[config.mk]
export PLATFORM = sky130hd
export DESIGN_NAME = wakeup_and_interrupt_control
export DESIGN_NICKNAME = d
export VERILOG_FILES = /design/src/wakeup_pkg.sv /design/src/wakeup_and_interrupt_control.sv
export SDC_FILE = /design/constraint.sdc
export NUM_CORES = 1
export LEC_CHECK = 0
export ABC_CLOCK_PERIOD_IN_PS = 4400
export BUFFER_PORTS_ARGS = -buffer_cell sky130_fd_sc_hd__buf_2
export CAP_MARGIN = 20
export CORE_UTILIZATION = 49
export DETAILED_ROUTE_END_ITERATION = 16
export GPL_TIMING_DRIVEN = 0
export PLACE_DENSITY = 0.78
export SYNTH_ARGS = -nofsm -noshare
export SYNTH_HDL_FRONTEND = slang
export SYNTH_SLANG_ARGS = --single-unit
[constraint.sdc]
create_clock -name ref_clk -period 4.4 [get_ports ref_clk]
set_input_delay 0.88 -clock ref_clk [delete_from_list [all_inputs] [get_ports ref_clk]]
set_output_delay 0.88 -clock ref_clk [all_outputs]
set_load 0.1 [all_outputs]
[src/wakeup_pkg.sv]
// Package: register map, field layout and timing for wakeup and interrupt control
package wakeup_pkg;
   localparam logic [11:0] OFF_WAKE_EDGE = 12'h000;
   localparam logic [11:0] OFF_WAKE_ENABLE = 12'h004;
   localparam logic [11:0] OFF_WAKE_PENDING = 12'h008;
   localparam logic [11:0] OFF_INT_CTRL = 12'h00C;
   localparam logic [11:0] OFF_HALT_CTRL = 12'h010;
   localparam logic [11:0] OFF_CORE_STATUS = 12'h014;
   // Interrupt control bits
   localparam int BIT_GIE = 0;
   localparam int BIT_ENI = 1;
   localparam int BIT_TIMER_INTERRUPT_ENABLE = 2;
   localparam int BIT_EXTERNAL_EDGE_SELECT = 3;
   localparam int BIT_EXTERNAL_INTERRUPT_PENDING = 4;
   localparam int BIT_TIMER_INTERRUPT_PENDING = 5;
   localparam logic [7:0] WAKE_EDGE_RESET = 8'h00;
   localparam logic [7:0] WAKE_ENABLE_RESET = 8'h00;
   localparam logic [7:0] WAKE_PENDING_RESET = 8'h00;
   localparam logic [5:0] INT_CTRL_RESET = 6'h00;
   localparam logic [7:0] STARTUP_PRESCALE_LOAD = 8'hFF;
   localparam int CYCLE_DIVIDE = 10;
   localparam int ACK_CYCLES = 7;
   localparam logic [15:0] INT_VECTOR = 16'h00FF;
   localparam logic [15:0] UNDEF_FETCH_ADDR = 16'hFFFF;
   localparam logic [7:0] UNDEF_ROM_DATA = 8'h00;
   localparam logic [7:0] UNDEF_RAM_DATA = 8'hFF;
   localparam logic [7:0] SOFT_INT_OPCODE = 8'h00;
   localparam logic [31:0] UNMAPPED_READ = 32'h00000000;

   typedef struct packed {
      logic psel;
      logic penable;
      logic pwrite;
      logic [11:0] paddr;
      logic [31:0] pwdata;
   } apb_req_t;

   typedef struct packed {
      logic pready;
      logic pslverr;
      logic [31:0] prdata;
   } apb_rsp_t;

   typedef enum logic [1:0] {RET_PLAIN, RET_SKIP, RET_INT} ret_kind_t;
endpackage : wakeup_pkg

[src/wakeup_and_interrupt_control.sv]
// Wakeup, halt gating, oscillator start-up delay and interrupt sequencing
`timescale 1ns/1ps
// Function
// - One edge bit per wakeup pin; set means falling, clear means rising.
// - Selected edge on a wakeup pin sets and latches its pending bit.
// - Halt request is ignored while any wakeup bit is enabled and pending.
// - Wakeup runs only oscillator and prescaler from FF; clocks released at timeout.
// - Instruction-cycle clock is the oscillator clock divided by ten.
// - Sources: external pin edge, timer underflow or capture, software opcode zero.
// - Maskable interrupt needs global enable and the source's own enable.
// - Acknowledging a hardware interrupt clears the global enable.
// - External edge bit: 0 rising, 1 falling; toggle for both edges.
// - Separate external and timer pending flags, cleared only by software.
// - Setting global enable inside a service routine allows nesting.
// - Software interrupt leaves the global enable unchanged.
// - Acknowledge pushes PC, SP minus two, vectors 00FF, seven cycles; hardware ones clear enable.
// - All returns pop PC and add two to SP; interrupt return sets enable.
// - Single-cycle enable clears may race an interrupt; use multi-cycle clears.
// - Undefined program memory reads 00, the software interrupt opcode.
// - Undefined data memory reads FF.
// - Unbalanced return pops FF bytes, fetches FFFF, and traps.
// - Wakeup registers read/write; enable and edge reset cleared, pending undefined; the code also resets pending to 00.
module wakeup_and_interrupt_control
   import wakeup_pkg::*;
#(
   parameter int PINS = 8
) (
   input wire logic ref_clk, // Oscillator clock, 20 MHz
   input wire logic reset, // Synchronous, active high
   input wire apb_req_t apb_req, // APB request
   output apb_rsp_t apb_rsp, // APB answer
   input wire logic [PINS-1:0] wake_pins, // Wakeup port pins, asynchronous
   input wire logic external_interrupt_pin, // External interrupt pin, asynchronous
   input wire logic timer_event, // Timer underflow or capture pulse
   input wire logic fetch_valid, // Core opcode fetch strobe
   input wire logic [7:0] fetch_opcode, // Fetched opcode
   input wire logic fetch_defined, // Fetch address lies in defined memory
   input wire logic data_read_defined, // Data address lies in defined memory
   input wire logic [7:0] data_read_raw, // Raw data memory read
   input wire logic ret_valid, // Core executes a return
   input wire ret_kind_t ret_kind, // Which return variant
   input wire logic [15:0] pc_in, // Program counter to push
   input wire logic [15:0] pop_addr, // Address popped from the stack
   output logic [7:0] fetch_opcode_out, // Opcode after undefined-memory fill
   output logic [7:0] data_read_out, // Data read after undefined-memory fill
   output logic halted, // Core is halted
   output logic clocks_enabled, // Clocks routed to rest of chip
   output logic cycle_tick, // Instruction-cycle clock pulse
   output logic ack_busy, // Acknowledge sequence running
   output logic [7:0] sp_out, // Stack pointer
   output logic [15:0] pc_out, // Program counter after vector or return
   output logic push_strobe, // Push PC onto stack
   output logic [15:0] push_data // Value pushed
);
   typedef enum {RUN, HALT, STARTUP} power_t;

   power_t power_reg;
   logic [PINS-1:0] pin_meta_reg, pin_sync_reg, pin_prev_reg;
   logic [PINS-1:0] wake_edge_reg, wake_enable_reg, wake_pending_reg;
   logic [PINS-1:0] wake_hit;
   logic [2:0] ext_sync_reg;
   logic [5:0] int_ctrl_reg;
   logic [3:0] div_reg;
   logic [7:0] prescale_reg;
   logic [2:0] ack_count_reg;
   logic ack_soft_reg;
   logic wake_request;
   logic ext_edge, take_hw, take_soft, take_any, access, wr_any;
   logic wr_edge, wr_enable, wr_int, wr_pend, wr_halt;
   logic hit_edge, hit_enable, hit_pending, hit_int, hit_halt, hit_status;
   logic [PINS-1:0] wake_pending_next;

   // Address decode shared by the write strobes and the read mux
   always_comb begin
      hit_edge = 1'b0;
      hit_enable = 1'b0;
      hit_pending = 1'b0;
      hit_int = 1'b0;
      hit_halt = 1'b0;
      hit_status = 1'b0;
      if (apb_req.paddr == OFF_WAKE_EDGE) begin
         hit_edge = 1'b1;
      end else if (apb_req.paddr == OFF_WAKE_ENABLE) begin
         hit_enable = 1'b1;
      end else if (apb_req.paddr == OFF_WAKE_PENDING) begin
         hit_pending = 1'b1;
      end else if (apb_req.paddr == OFF_INT_CTRL) begin
         hit_int = 1'b1;
      end else if (apb_req.paddr == OFF_HALT_CTRL) begin
         hit_halt = 1'b1;
      end else if (apb_req.paddr == OFF_CORE_STATUS) begin
         hit_status = 1'b1;
      end
   end

   // Writes land only in the access phase, where pready is high
   assign access = apb_req.psel && apb_req.penable;
   assign wr_any = access && apb_req.pwrite;
   assign wr_edge = wr_any && hit_edge;
   assign wr_enable = wr_any && hit_enable;
   assign wr_int = wr_any && hit_int;
   assign wr_pend = wr_any && hit_pending;
   assign wr_halt = wr_any && hit_halt;
   assign take_any = take_hw || take_soft;

   // Pin synchronisers: the second and third stages feed edge detection
   always_ff @(posedge ref_clk) begin
      if (reset) begin
         pin_meta_reg <= '0;
         pin_sync_reg <= '0;
         pin_prev_reg <= '0;
      end else begin
         pin_meta_reg <= wake_pins;
         pin_sync_reg <= pin_meta_reg;
         pin_prev_reg <= pin_sync_reg;
      end
   end

   // External pin: stage 2 synchronises, stage 3 remembers the last level
   always_ff @(posedge ref_clk) begin
      if (reset) begin
         ext_sync_reg <= 3'h0;
      end else begin
         ext_sync_reg <= {ext_sync_reg[1:0], external_interrupt_pin};
      end
   end

   genvar i;
   generate
      for (i = 0; i < PINS; i++) begin : g_edge
         // Edge bit set selects falling
         assign wake_hit[i] = wake_edge_reg[i] ? (pin_prev_reg[i] && !pin_sync_reg[i])
                                               : (!pin_prev_reg[i] && pin_sync_reg[i]);
      end
   endgenerate

   assign wake_request = |(wake_enable_reg & wake_pending_reg);

   // Wakeup edge select register
   always_ff @(posedge ref_clk) begin
      if (reset) begin
         wake_edge_reg <= WAKE_EDGE_RESET[PINS-1:0];
      end else if (wr_edge) begin
         wake_edge_reg <= apb_req.pwdata[PINS-1:0];
      end
   end

   // Wakeup enable register
   always_ff @(posedge ref_clk) begin
      if (reset) begin
         wake_enable_reg <= WAKE_ENABLE_RESET[PINS-1:0];
      end else if (wr_enable) begin
         wake_enable_reg <= apb_req.pwdata[PINS-1:0];
      end
   end

   // Edge wins over a same-cycle software clear, so no trigger is lost
   always_comb begin
      wake_pending_next = wake_pending_reg | wake_hit;
      if (wr_pend) begin
         wake_pending_next = apb_req.pwdata[PINS-1:0] | wake_hit;
      end
   end

   // Pending: hardware never clears
   always_ff @(posedge ref_clk) begin
      if (reset) begin
         wake_pending_reg <= WAKE_PENDING_RESET[PINS-1:0];
      end else begin
         wake_pending_reg <= wake_pending_next;
      end
   end

   // Divide by ten for the instruction-cycle clock
   always_ff @(posedge ref_clk) begin
      if (reset || div_reg == 4'(CYCLE_DIVIDE - 1)) begin
         div_reg <= 4'h0;
      end else begin
         div_reg <= div_reg + 4'h1;
      end
   end
   assign cycle_tick = div_reg == 4'(CYCLE_DIVIDE - 1);

   // Power state: halt, oscillator start-up, run
   always_ff @(posedge ref_clk) begin
      if (reset) begin
         power_reg <= RUN;
         prescale_reg <= STARTUP_PRESCALE_LOAD;
      end else begin
         case (power_reg)
            RUN: begin
               if (wr_halt && apb_req.pwdata[0] && !wake_request) begin
                  power_reg <= HALT;
               end
            end
            HALT: begin
               if (wake_request) begin
                  power_reg <= STARTUP;
                  prescale_reg <= STARTUP_PRESCALE_LOAD;
               end
            end
            STARTUP: begin
               if (cycle_tick) begin
                  if (prescale_reg == 8'h00) begin
                     power_reg <= RUN;
                  end else begin
                     prescale_reg <= prescale_reg - 8'h01;
                  end
               end
            end
            default: power_reg <= RUN;
         endcase
      end
   end
   assign halted = power_reg != RUN;
   assign clocks_enabled = power_reg == RUN;

   assign ext_edge = int_ctrl_reg[BIT_EXTERNAL_EDGE_SELECT] ? (ext_sync_reg[2] && !ext_sync_reg[1])
                                            : (!ext_sync_reg[2] && ext_sync_reg[1]);

   // Maskable take needs global and source enable; same-cycle clear can race
   assign take_hw = clocks_enabled && ack_count_reg == 3'h0 && int_ctrl_reg[BIT_GIE] &&
                    ((int_ctrl_reg[BIT_ENI] && int_ctrl_reg[BIT_EXTERNAL_INTERRUPT_PENDING]) ||
                     (int_ctrl_reg[BIT_TIMER_INTERRUPT_ENABLE] && int_ctrl_reg[BIT_TIMER_INTERRUPT_PENDING]));
   assign fetch_opcode_out = fetch_defined ? fetch_opcode : UNDEF_ROM_DATA;
   assign data_read_out = data_read_defined ? data_read_raw : UNDEF_RAM_DATA;
   assign take_soft = clocks_enabled && ack_count_reg == 3'h0 && !take_hw && fetch_valid &&
                      fetch_opcode_out == SOFT_INT_OPCODE;

   // Interrupt control: pending set wins over software clear
   always_ff @(posedge ref_clk) begin
      if (reset) begin
         int_ctrl_reg <= INT_CTRL_RESET;
      end else begin
         if (wr_int) begin
            int_ctrl_reg <= apb_req.pwdata[5:0];
         end
         if (ext_edge) begin
            int_ctrl_reg[BIT_EXTERNAL_INTERRUPT_PENDING] <= 1'b1;
         end
         if (timer_event) begin
            int_ctrl_reg[BIT_TIMER_INTERRUPT_PENDING] <= 1'b1;
         end
         if (take_hw) begin
            int_ctrl_reg[BIT_GIE] <= 1'b0;
         end else if (ret_valid && ret_kind == RET_INT) begin
            int_ctrl_reg[BIT_GIE] <= 1'b1;
         end
      end
   end

   // Acknowledge sequence: seven cycles from take to vector
   always_ff @(posedge ref_clk) begin
      if (reset) begin
         ack_count_reg <= 3'h0;
      end else if (take_any) begin
         ack_count_reg <= 3'(ACK_CYCLES - 1);
      end else if (ack_count_reg != 3'h0) begin
         ack_count_reg <= ack_count_reg - 3'h1;
      end
   end
   assign ack_busy = ack_count_reg != 3'h0;

   // Kind of the last take, for software to tell traps from hardware sources
   always_ff @(posedge ref_clk) begin
      if (reset) begin
         ack_soft_reg <= 1'b0;
      end else if (take_any) begin
         ack_soft_reg <= take_soft;
      end
   end

   // Push strobe lasts one cycle after each take
   always_ff @(posedge ref_clk) begin
      if (reset) begin
         push_strobe <= 1'b0;
      end else begin
         push_strobe <= take_any;
      end
   end

   always_ff @(posedge ref_clk) begin
      if (reset) begin
         push_data <= 16'h0000;
      end else if (take_any) begin
         push_data <= pc_in;
      end
   end

   // Stack grows down on take and back up on any return
   always_ff @(posedge ref_clk) begin
      if (reset) begin
         sp_out <= 8'h00;
      end else if (take_any) begin
         sp_out <= sp_out - 8'h02;
      end else if (ret_valid) begin
         sp_out <= sp_out + 8'h02;
      end
   end

   // A take outranks a return in the same cycle
   always_ff @(posedge ref_clk) begin
      if (reset) begin
         pc_out <= 16'h0000;
      end else if (take_any) begin
         pc_out <= pc_out;
      end else if (ret_valid) begin
         pc_out <= pop_addr;
      end else if (ack_count_reg == 3'h1) begin
         pc_out <= INT_VECTOR;
      end
   end

   // APB read: zero-wait slave, unmapped reads zero with error
   always_comb begin
      apb_rsp.pready = 1'b1;
      apb_rsp.pslverr = 1'b0;
      apb_rsp.prdata = UNMAPPED_READ;
      if (hit_edge) begin
         apb_rsp.prdata[PINS-1:0] = wake_edge_reg;
      end else if (hit_enable) begin
         apb_rsp.prdata[PINS-1:0] = wake_enable_reg;
      end else if (hit_pending) begin
         apb_rsp.prdata[PINS-1:0] = wake_pending_reg;
      end else if (hit_int) begin
         apb_rsp.prdata[5:0] = int_ctrl_reg;
      end else if (hit_halt) begin
         apb_rsp.prdata[0] = halted;
      end else if (hit_status) begin
         apb_rsp.prdata = {7'h00, ack_soft_reg, sp_out, pc_out};
      end else begin
         apb_rsp.pslverr = access;
      end
   end
endmodule : wakeup_and_interrupt_control

==> results of run 1 <==
## worst max-delay path, cell delays in order
cell and delay [ns]:
buf_2 0.15, nand2b_1 0.15, nor4_1 0.62, and3_1 0.39
clkbuf_1 0.40, o2bb2ai_1 0.17, a221o_1 0.17, buf_2 0.44
## power by group through the flow
stage / registers (mW) / clock network (mW) / logic (mW)
6_report: 1.13 / 1.36 / 0.605
5_1_grt: 1.14 / 1.42 / 0.631
4_1_cts: 1.13 / 1.36 / 0.601
3_5_place_dp: 1.15 / 0 / 0.600
3_3_place_gp: 1.15 / 0 / 0.588
2_1_floorplan: 1.35 / 0 / 0.266
## final cells by class
type                            instances  area [sq um]  share of cell area [%]
Buffer                                 32           163                    2.36
Clock buffer                           17           414                    6.01
Clock inverter                         15           171                    2.49
Inverter                               12          45.0                   0.653
Multi-Input combinational cell        403          2770                    40.2
Sequential cell                       115          2300                    33.4
Tap cell                              136           170                    2.47
Timing Repair Buffer                  172           861                    12.5
## cells in the final DEF (no fill, tap or decap), types with 6 or more instances in the layout
cell type,instances
buf_2,176
dfxtp_1,115
nor2_1,58
mux2i_1,52
nor2b_1,27
and2_1,25
o21ai_0,24
a21oi_1,21
nand3_1,20
clkbuf_1,16
clkbuf_16,16
a31oi_1,13
nand2_1,12
nand3b_1,12
inv_1,11
nand2b_1,11
buf_4,10
conb_1,10
ha_1,9
nor3_1,8
or3b_2,8
o221a_2,8
a22oi_1,6
a211oi_1,6
## logic make-up (layout without fill, tap and decap cells)
logic type | count (synthesis) | after routing | share of synthesized area [%]
and+or+nand+nor | 214 | 214 | 23.8
DFF | 115 | 115 | 43.9
AOI/OAI and AO/OA | 112 | 112 | 14.8
muxes | 53 | 53 | 10.1
buffers and inverters | 44 | 248 | 3.96
adders and majority gates | 10 | 10 | 2.53
xor gates and xnor gates | 4 | 4 | 0.668
other | 2 | 10 | 0.143
## layer usage
| layer | share of wire [%] | track usage [%] |
|---|---|---|
| met2 | 50 | 45.9 |
| met1 | 41 | 32.3 |
| met3 | 7.0 | 5.88 |
| met4 | 2.1 | 12.7 |
| met5 | 0 | 0 |
## metrics by stage
| step | utilization (%) | instances | hold slack, ns |
|---|---|---|---|
| 4_1_cts | 66.5 | 902 | 0.439 |
| 3_3_place_gp | 60.8 | 870 | 0.419 |
| 6_report | 66.5 | 902 | 0.436 |
| 3_5_place_dp | 60.8 | 870 | 0.424 |
| 5_1_grt | 66.5 | 902 | 0.450 |
| 2_1_floorplan | - | 562 | 0.414 |
## how the worst max path moves through the flow
stage,from,endpoint,slack (ns),depth (start not counted)
2_1_floorplan,power_reg[1],sp_out[7],0.20,12
3_3_place_gp,apb_req[35],apb_rsp[4],0.23,8
3_5_place_dp,apb_req[35],apb_rsp[4],0.20,8
4_1_cts,apb_req[35],apb_rsp[4],0.16,8
5_1_grt,apb_req[35],apb_rsp[5],0.002,8
6_report,apb_req[35],apb_rsp[4],0.15,8
## cell usage after synthesis (all sizes together), types with 6 or more instances
cell type and n:
and2 25, nor2 59, dfxtp 115, or3b 8, nand2 12, mux2i 52
buf 16, nand3 20, nor3 11, o221a 8, a21oi 21, nand3b 12
o21ai 28, a211oi 6, inv 12, nor2b 27, a31oi 13, nand2b 11
clkbuf 16, ha 9, a22oi 6
==> impl_metrics.py, run 1 <==
metrics = {
    "drt": {
        "wire_per_inst_um": 16.5,
        "via_count": 5044,
        "wl_mm": 14.9,
        "ant_nets": 0,
        "viasPerCell": 5.59,
        "drtIter0Drc": 372,
        "drc_errors": 0,
        "first_pass_iters": 6,
    },
    "worst_setup_path": {
        "arrival_ns": 3.37,
        "end_kind": "output port",
        "r2r_start": "ack_count_reg[1]",
        "r2r-end": "sp_out[7]",
        "path_class": "primary input to output port",
        "cp-start-kind": "primary input",
        "critPathMaxFanout": 10,
        "cp.required_ns": 3.52,
        "rrSetupSlack_ns": 1.00,
        "ff2ff_path_depth": 11,
    },
    "logic_synthesis": {
        "synth-seq-cells": 115,
        "synthCells": 554,
        "synth-edff-count": 0,
        "yosysTopAreaCell": "dfxtp_1",
        "yosysTopAreaCellShare_pct": 43.9,
        "yosysWarnings": 0,
        "synth_area_sq_um": 5250,
        "synth_cell_types": 58,
        "synthTopCellsByArea": "dfxtp_1 (44%), mux2i_1 (9.9%), nor2_1 (4.2%)",
        "ys_seq_area_share_pct": 43.9,
        "avgSynthCellArea_sq_um": 9.47,
        "synth-main-ff-cell": "dfxtp_1",
        "async_flop_share_pct": 0,
    },
    "placed_design": {
        "pre_cts_ws_ns": 0.197,
        "post-dp-hpwl_mm": 10.8,
        "gp_congestion": 0.873,
        "portBuffers": 172,
        "placed_area_sq_um": 6310,
    },
    "global_routing": {
        "track_usage_pct": 26.9,
        "grt_pass1_wl_mm": 23.3,
        "grt_pass1_vias": 4827,
        "grt.overflow.total": 0,
        "antenna_found_initial": 0,
        "grt_start_max_net_pins": 17,
    },
    "timing": {
        "setup_viol_count_final": 0,
        "fmax_ghz": 0.235,
        "worst_slew_pin_slew_ns": 0.814,
        "slew_viol_final": 0,
        "fin_skew_ns": 0.00663,
        "period_share_pct": 96.6,
        "period_minus_slack_ns": 4.25,
        "hold_viol": 0,
        "relSlewSlack_pct": 45.2,
        "setup_ws_ns": 0.149,
        "rsz0062_at_grt": "no",
        "tns_ns": 0,
    },
    "run": {
        "cap_violations": 0,
    },
    "cts": {
        "root_buffer": "clkbuf_8",
        "ctsResizeCount": 0,
        "clock_path_buffers": 2,
        "post-cts-setup-buffers": 0,
        "cts_max_level": 4,
        "holdBufCountCts": 0,
        "cts.sinks": 115,
        "cts.reportedPaths.clkPinSlew_ns": 0.06,
        "cts_made_buffers": 17,
        "cts_tree": "yes",
        "clkLatencyLatePin_ns": 0.52,
    },
    "final_layout": {
        "reg_top3": "pc_out: 16 flops, push_data: 16 flops",
        "fill_cells": 821,
        "drive_gt1_share_pct": 32.2,
        "syn2layout_area_growth_pct": 31.4,
        "finalNetCount": 876,
        "fin_area_sq_um": 6900,
        "diodes": 0,
    },
    "die": {
        "start_util_pct": 50.6,
        "fp-row-count": 37,
        "dieArea_sq_um": 11100,
        "pin_count": 208,
        "core_sq_um": 10400,
        "die_w_um": 105,
        "die_h_um": 105,
    },
    "outcome": {
        "status": "finished, final reports clean",
    },
    "pwr": {
        "p_per_area_nw_per_um2": 449,
        "clock_power_share_pct": 44.0,
        "internal_power_mw": 2.05,
        "total_power_mw": 3.10,
        "p_sw_share_pct": 33.7,
        "pwr-share-seq_pct": 36.5,
        "vdd_drop_max_uv": 332,
        "p_comb_share_pct": 19.5,
        "power_switching_mw": 1.04,
        "p_leak_nw": 3.21,
    },
    "min_path": {
        "hold_path.class": "flip-flop to flip-flop",
        "min_from": "pin_meta_reg[2]",
        "whs_endpoint": "pin_sync_reg[2]",
        "min_path_cells": 1,
    },
}
Note: power is estimated with default switching activity, not from simulation.
==> inputs of run 2 (changes only) <==
--- a/config.mk
+++ b/config.mk
@@ -11,6 +11,7 @@
 export CORE_UTILIZATION = 49
 export DETAILED_ROUTE_END_ITERATION = 16
 export GPL_TIMING_DRIVEN = 0
+export MAX_ROUTING_LAYER = met4
 export PLACE_DENSITY = 0.78
 export SYNTH_ARGS = -nofsm -noshare
 export SYNTH_HDL_FRONTEND = slang
==> run 2 against run 1 <==
Net effect: critical path depth stayed put; register-to-register slack about the same; sequential power about the same; cell area unchanged; critical path type unchanged.
==> impl_metrics.py, run 2 (synthesized netlist as in run 1, its figures left out) <==
metrics = {
    "global_routing": {
        "grt_pass1_wl_mm": 23.3,
        "antenna_found_initial": 0,
        "grt.overflow.total": 0,
        "track_usage_pct": 27.7,
        "grt_start_max_net_pins": 17,
        "grt_pass1_vias": 4827,
    },
    "worst_setup_path": {
        "cp_common_cell": "buf_2",
        "ff2ff_path_depth": 11,
        "critPathMaxFanout": 10,
        "slowest_delay_ns": 0.62,
        "worstPathCellList": "buf_2 -> nand2b_1 -> nor4_1 -> and3_1 -> clkbuf_1 -> o2bb2ai_1 -> a221o_1 -> buf_2",
        "crit_slowest_cell": "nor4_1",
        "cp.required_ns": 3.52,
        "arrival_ns": 3.38,
        "cp-start-kind": "primary input",
        "end_kind": "output port",
        "path_class": "primary input to output port",
    },
    "cts": {
        "cts.reportedPaths.clkPinSlew_ns": 0.06,
        "clkLatencyLatePin_ns": 0.52,
        "post-cts-setup-buffers": 0,
        "root_buffer": "clkbuf_8",
        "cts_max_level": 4,
        "cts_tree": "yes",
        "clock_path_buffers": 2,
        "cts_made_buffers": 17,
        "holdBufCountCts": 0,
        "ctsResizeCount": 0,
        "cts.sinks": 115,
    },
    "placed_design": {
        "gp_congestion": 0.888,
        "portBuffers": 172,
        "post-dp-hpwl_mm": 10.8,
    },
    "min_path": {
        "hold_path.class": "flip-flop to flip-flop",
        "min_path_cells": 1,
    },
    "timing": {
        "period_minus_slack_ns": 4.26,
        "tns_ns": 0,
        "fin_skew_ns": 0.00839,
        "worst_slew_pin_slew_ns": 0.820,
        "relSlewSlack_pct": 44.8,
        "rsz0062_at_grt": "no",
        "fmax_ghz": 0.235,
        "hold_viol": 0,
        "setup_viol_count_final": 0,
        "slew_viol_final": 0,
        "period_share_pct": 96.8,
    },
    "pwr": {
        "total_power_mw": 3.09,
        "p_per_area_nw_per_um2": 449,
        "vdd_drop_max_uv": 333,
        "p_leak_nw": 3.21,
    },
    "final_layout": {
        "finalNetCount": 876,
        "diodes": 0,
        "reg_top3": "pc_out: 16 flops, push_data: 16 flops",
        "final_cell_mix": "buf_2 (176), dfxtp_1 (115), nor2_1 (58)",
        "final_common_cell": "buf_2",
        "drive_gt1_share_pct": 32.2,
        "syn2layout_area_growth_pct": 31.4,
    },
    "drt": {
        "drc_errors": 0,
        "wl_mm": 14.9,
        "drtIter0Drc": 452,
        "wire_per_inst_um": 16.5,
        "viasPerCell": 5.58,
        "via_count": 5035,
        "first_pass_iters": 6,
        "ant_nets": 0,
    },
    "die": {
        "fp-row-count": 37,
        "die_w_um": 105,
        "pin_count": 208,
        "die_h_um": 105,
        "core_sq_um": 10400,
        "dieArea_sq_um": 11100,
        "start_util_pct": 50.6,
    },
    "outcome": {
        "status": "finished, final reports clean",
    },
    "run": {
        "cap_violations": 0,
    },
}
run 2: layout make-up:
type                    instances  area [sq um]
fillers                       821          3470
multi-input cells             403          2770
flip-flops and latches        115          2300
repair buffers                172           861
clock buffers                  17           414
clock inverters                15           171
well taps                     136           170
plain buffers                  32           163
inverters                      12          45.0
run 2: final timing paths:
check	endpoint	startpoint	slack, ns
worst max-delay path	apb_rsp[4]	apb_req[35]	0.14
worst min register to register	pin_sync_reg[2]	pin_meta_reg[2]	0.44
worst min-delay path	pin_sync_reg[2]	pin_meta_reg[2]	0.44
worst max register to register	sp_out[7]	ack_count_reg[1]	1.00
run 2: worst max-delay path: cells and delay by family:
kind | cells | cell delay (ns)
compound gates | 2 | 0.35
simple gates | 3 | 1.16
buf+inv | 3 | 0.99
run 2: per-stage QoR:
step                      hold slack, ns  utilization (%)  std cells  instance area [sq um]  worst slack [ns]
after floorplan                    0.414                -        562                   5280             0.199
after global placement             0.419             60.8        870                   6310             0.229
after detailed placement           0.424             60.8        870                   6310             0.197
after CTS                          0.439             66.5        902                   6900             0.159
after global routing               0.450             66.5        902                   6900           0.00227
final                              0.436             66.5        902                   6900             0.139
run 2: routing by layer:
metal  track usage, %  routed length, um  vias up  share of wire [%]
met5                -                  0        -                  0
met1             32.5               6290     2403                 42
li1                 -                  -     2385                  -
met2             45.8               7370      212                 50
met3             5.57                886       35                5.9
met4             12.5                344        0                2.3
run 2: where the power goes:
| part | internal [mW] | switching [mW] | total (mW) |
|---|---|---|---|
| clock | 0.821 | 0.540 | 1.36 |
| sequential | 1.09 | 0.0385 | 1.13 |
| combinational | 0.139 | 0.465 | 0.605 |
==> inputs of run 3 (changes only) <==
--- a/config.mk
+++ b/config.mk
@@ -12,7 +12,7 @@
 export DETAILED_ROUTE_END_ITERATION = 16
 export GPL_TIMING_DRIVEN = 0
 export MAX_ROUTING_LAYER = met4
-export PLACE_DENSITY = 0.78
+export PLACE_DENSITY = 0.8
 export SYNTH_ARGS = -nofsm -noshare
 export SYNTH_HDL_FRONTEND = slang
 export SYNTH_SLANG_ARGS = --single-unit
==> run 3 against run 2 <==
Net effect: total power is 3.3% higher; maximum frequency is 1.1% higher; sequential share of layout area is 0.20 points lower; cell area is 0.62% higher; clock power is 7% higher; largest cell class unchanged.
==> impl_metrics.py, run 3 (synthesized netlist as in run 1, its figures left out) <==
metrics = {
    "outcome": {
        "status": "finished, final reports clean",
    },
    "pwr": {
        "vdd_drop_max_uv": 360,
        "total_power_mw": 3.20,
        "p_per_area_nw_per_um2": 461,
        "p_leak_nw": 3.22,
    },
    "worst_setup_path": {
        "path_class": "primary input to output port",
        "worstPathCellList": "buf_2 -> nand2b_1 -> nor4_1 -> and3_1 -> clkbuf_1 -> o2bb2ai_1 -> a221o_1 -> buf_2",
        "cp.required_ns": 3.52,
        "crit_buf_inv": 3,
        "crit_slowest_cell": "nor4_1",
        "slowest_delay_ns": 0.61,
        "cp_common_cell": "buf_2",
        "rrSetupSlack_ns": 0.95,
        "end_kind": "output port",
        "arrival_ns": 3.33,
        "critPathMaxFanout": 10,
        "cp-start-kind": "primary input",
        "crit_family": "simple AND/OR/NAND/NOR gates",
    },
    "final_layout": {
        "reg_top3": "pc_out: 16 flops, push_data: 16 flops",
        "final_common_cell": "buf_2",
        "fill_cells": 832,
        "fin_area_sq_um": 6940,
        "final_cell_mix": "buf_2 (176), dfxtp_1 (115), nor2_1 (58)",
        "syn2layout_area_growth_pct": 32.2,
        "drive_gt1_share_pct": 32.2,
        "stdcell_count": 902,
        "finalNetCount": 876,
        "diodes": 0,
    },
    "timing": {
        "relSlewSlack_pct": 46.0,
        "rsz0062_at_grt": "no",
        "setup_viol_count_final": 0,
        "period_minus_slack_ns": 4.21,
        "hold_viol": 0,
        "fin_hold_ws_ns": 0.438,
        "slew_viol_final": 0,
        "worst_slew_pin_slew_ns": 0.803,
        "fin_skew_ns": 0.0106,
        "tns_ns": 0,
        "period_share_pct": 95.8,
        "fmax_ghz": 0.237,
    },
    "run": {
        "cap_violations": 0,
    },
    "die": {
        "die_w_um": 105,
        "start_util_pct": 50.6,
        "fp-row-count": 37,
        "die_h_um": 105,
        "pin_count": 208,
        "dieArea_sq_um": 11100,
        "core_sq_um": 10400,
    },
    "global_routing": {
        "grt_pass1_wl_mm": 23.3,
        "track_usage_pct": 28.0,
        "grt_pass1_vias": 4853,
        "antenna_found_initial": 0,
        "grt.overflow.total": 0,
        "grt_start_max_net_pins": 17,
    },
    "drt": {
        "via_count": 5062,
        "drc_errors": 0,
        "drtIter0Drc": 300,
        "viasPerCell": 5.61,
        "wire_per_inst_um": 16.8,
        "wl_mm": 15.2,
        "ant_nets": 0,
        "first_pass_iters": 7,
    },
    "cts": {
        "post-cts-setup-buffers": 0,
        "clock_path_buffers": 2,
        "cts_made_buffers": 17,
        "cts.sinks": 115,
        "holdBufCountCts": 0,
        "ctsResizeCount": 0,
        "cts_tree": "yes",
        "clkLatencyLatePin_ns": 0.53,
        "cts_max_level": 4,
        "root_buffer": "clkbuf_8",
        "cts.reportedPaths.clkPinSlew_ns": 0.06,
    },
    "min_path": {
        "hold_path.class": "flip-flop to flip-flop",
    },
    "placed_design": {
        "post-dp-hpwl_mm": 10.9,
        "dp.cells": 870,
        "portBuffers": 172,
        "gp_congestion": 0.901,
        "placed_area_sq_um": 6310,
    },
}
==> run 3: cell types whose count changed in the layout (fill, tap and decap cells not counted), sizes merged <==
cell      change
clkbuf        +1
clkinvlp      +2
clkinv        -3
bufinv        +2
inv           -2
==> run 3: path summary, 6_finish.rpt <==
kind / startpoint / cells after the start / to
worst max-delay path: apb_req[35] / 8 / apb_rsp[5]
worst min-delay path: ext_sync_reg[0] / 1 / ext_sync_reg[1]
worst max register to register: int_ctrl_reg[1] / 11 / sp_out[7]
worst min register to register: ext_sync_reg[0] / 1 / ext_sync_reg[1]
==> run 3: through the flow <==
step | util [%] | setup slack, ns
final | 66.9 | 0.185
after CTS | 66.9 | 0.206
after global routing | 66.9 | 0.0389
after detailed placement | 60.8 | 0.217
after global placement | 60.8 | 0.243
after floorplan | - | 0.199
==> run 3: power breakdown <==
part           internal, mW  total, mW  switching (mW)
registers              1.09       1.13          0.0389
clock network         0.942       1.46           0.520
logic                 0.139      0.603           0.464
total                  2.17       3.20            1.02
==> run 3: layout make-up <==
cell class                 count  area [sq um]  area share [%]
multi-input combinational    403          2770            39.9
sequential                   115          2300            33.2
timing repair buffer         172           861            12.4
clock buffer                  18           428            6.17
clock inverter                14           200            2.89
tap                          136           170            2.45
buffer                        32           163            2.34
inverter                      12          45.0           0.649
==> run 3: layer usage <==
metal	part of all wire, %	wire length [um]	up-vias	GRT usage (%)
met5	0	0	-	-
met3	6.3	963	28	5.81
met1	40	6070	2434	31.7
li1	-	-	2381	-
met4	2.0	298	0	10.7
met2	52	7840	219	48.6
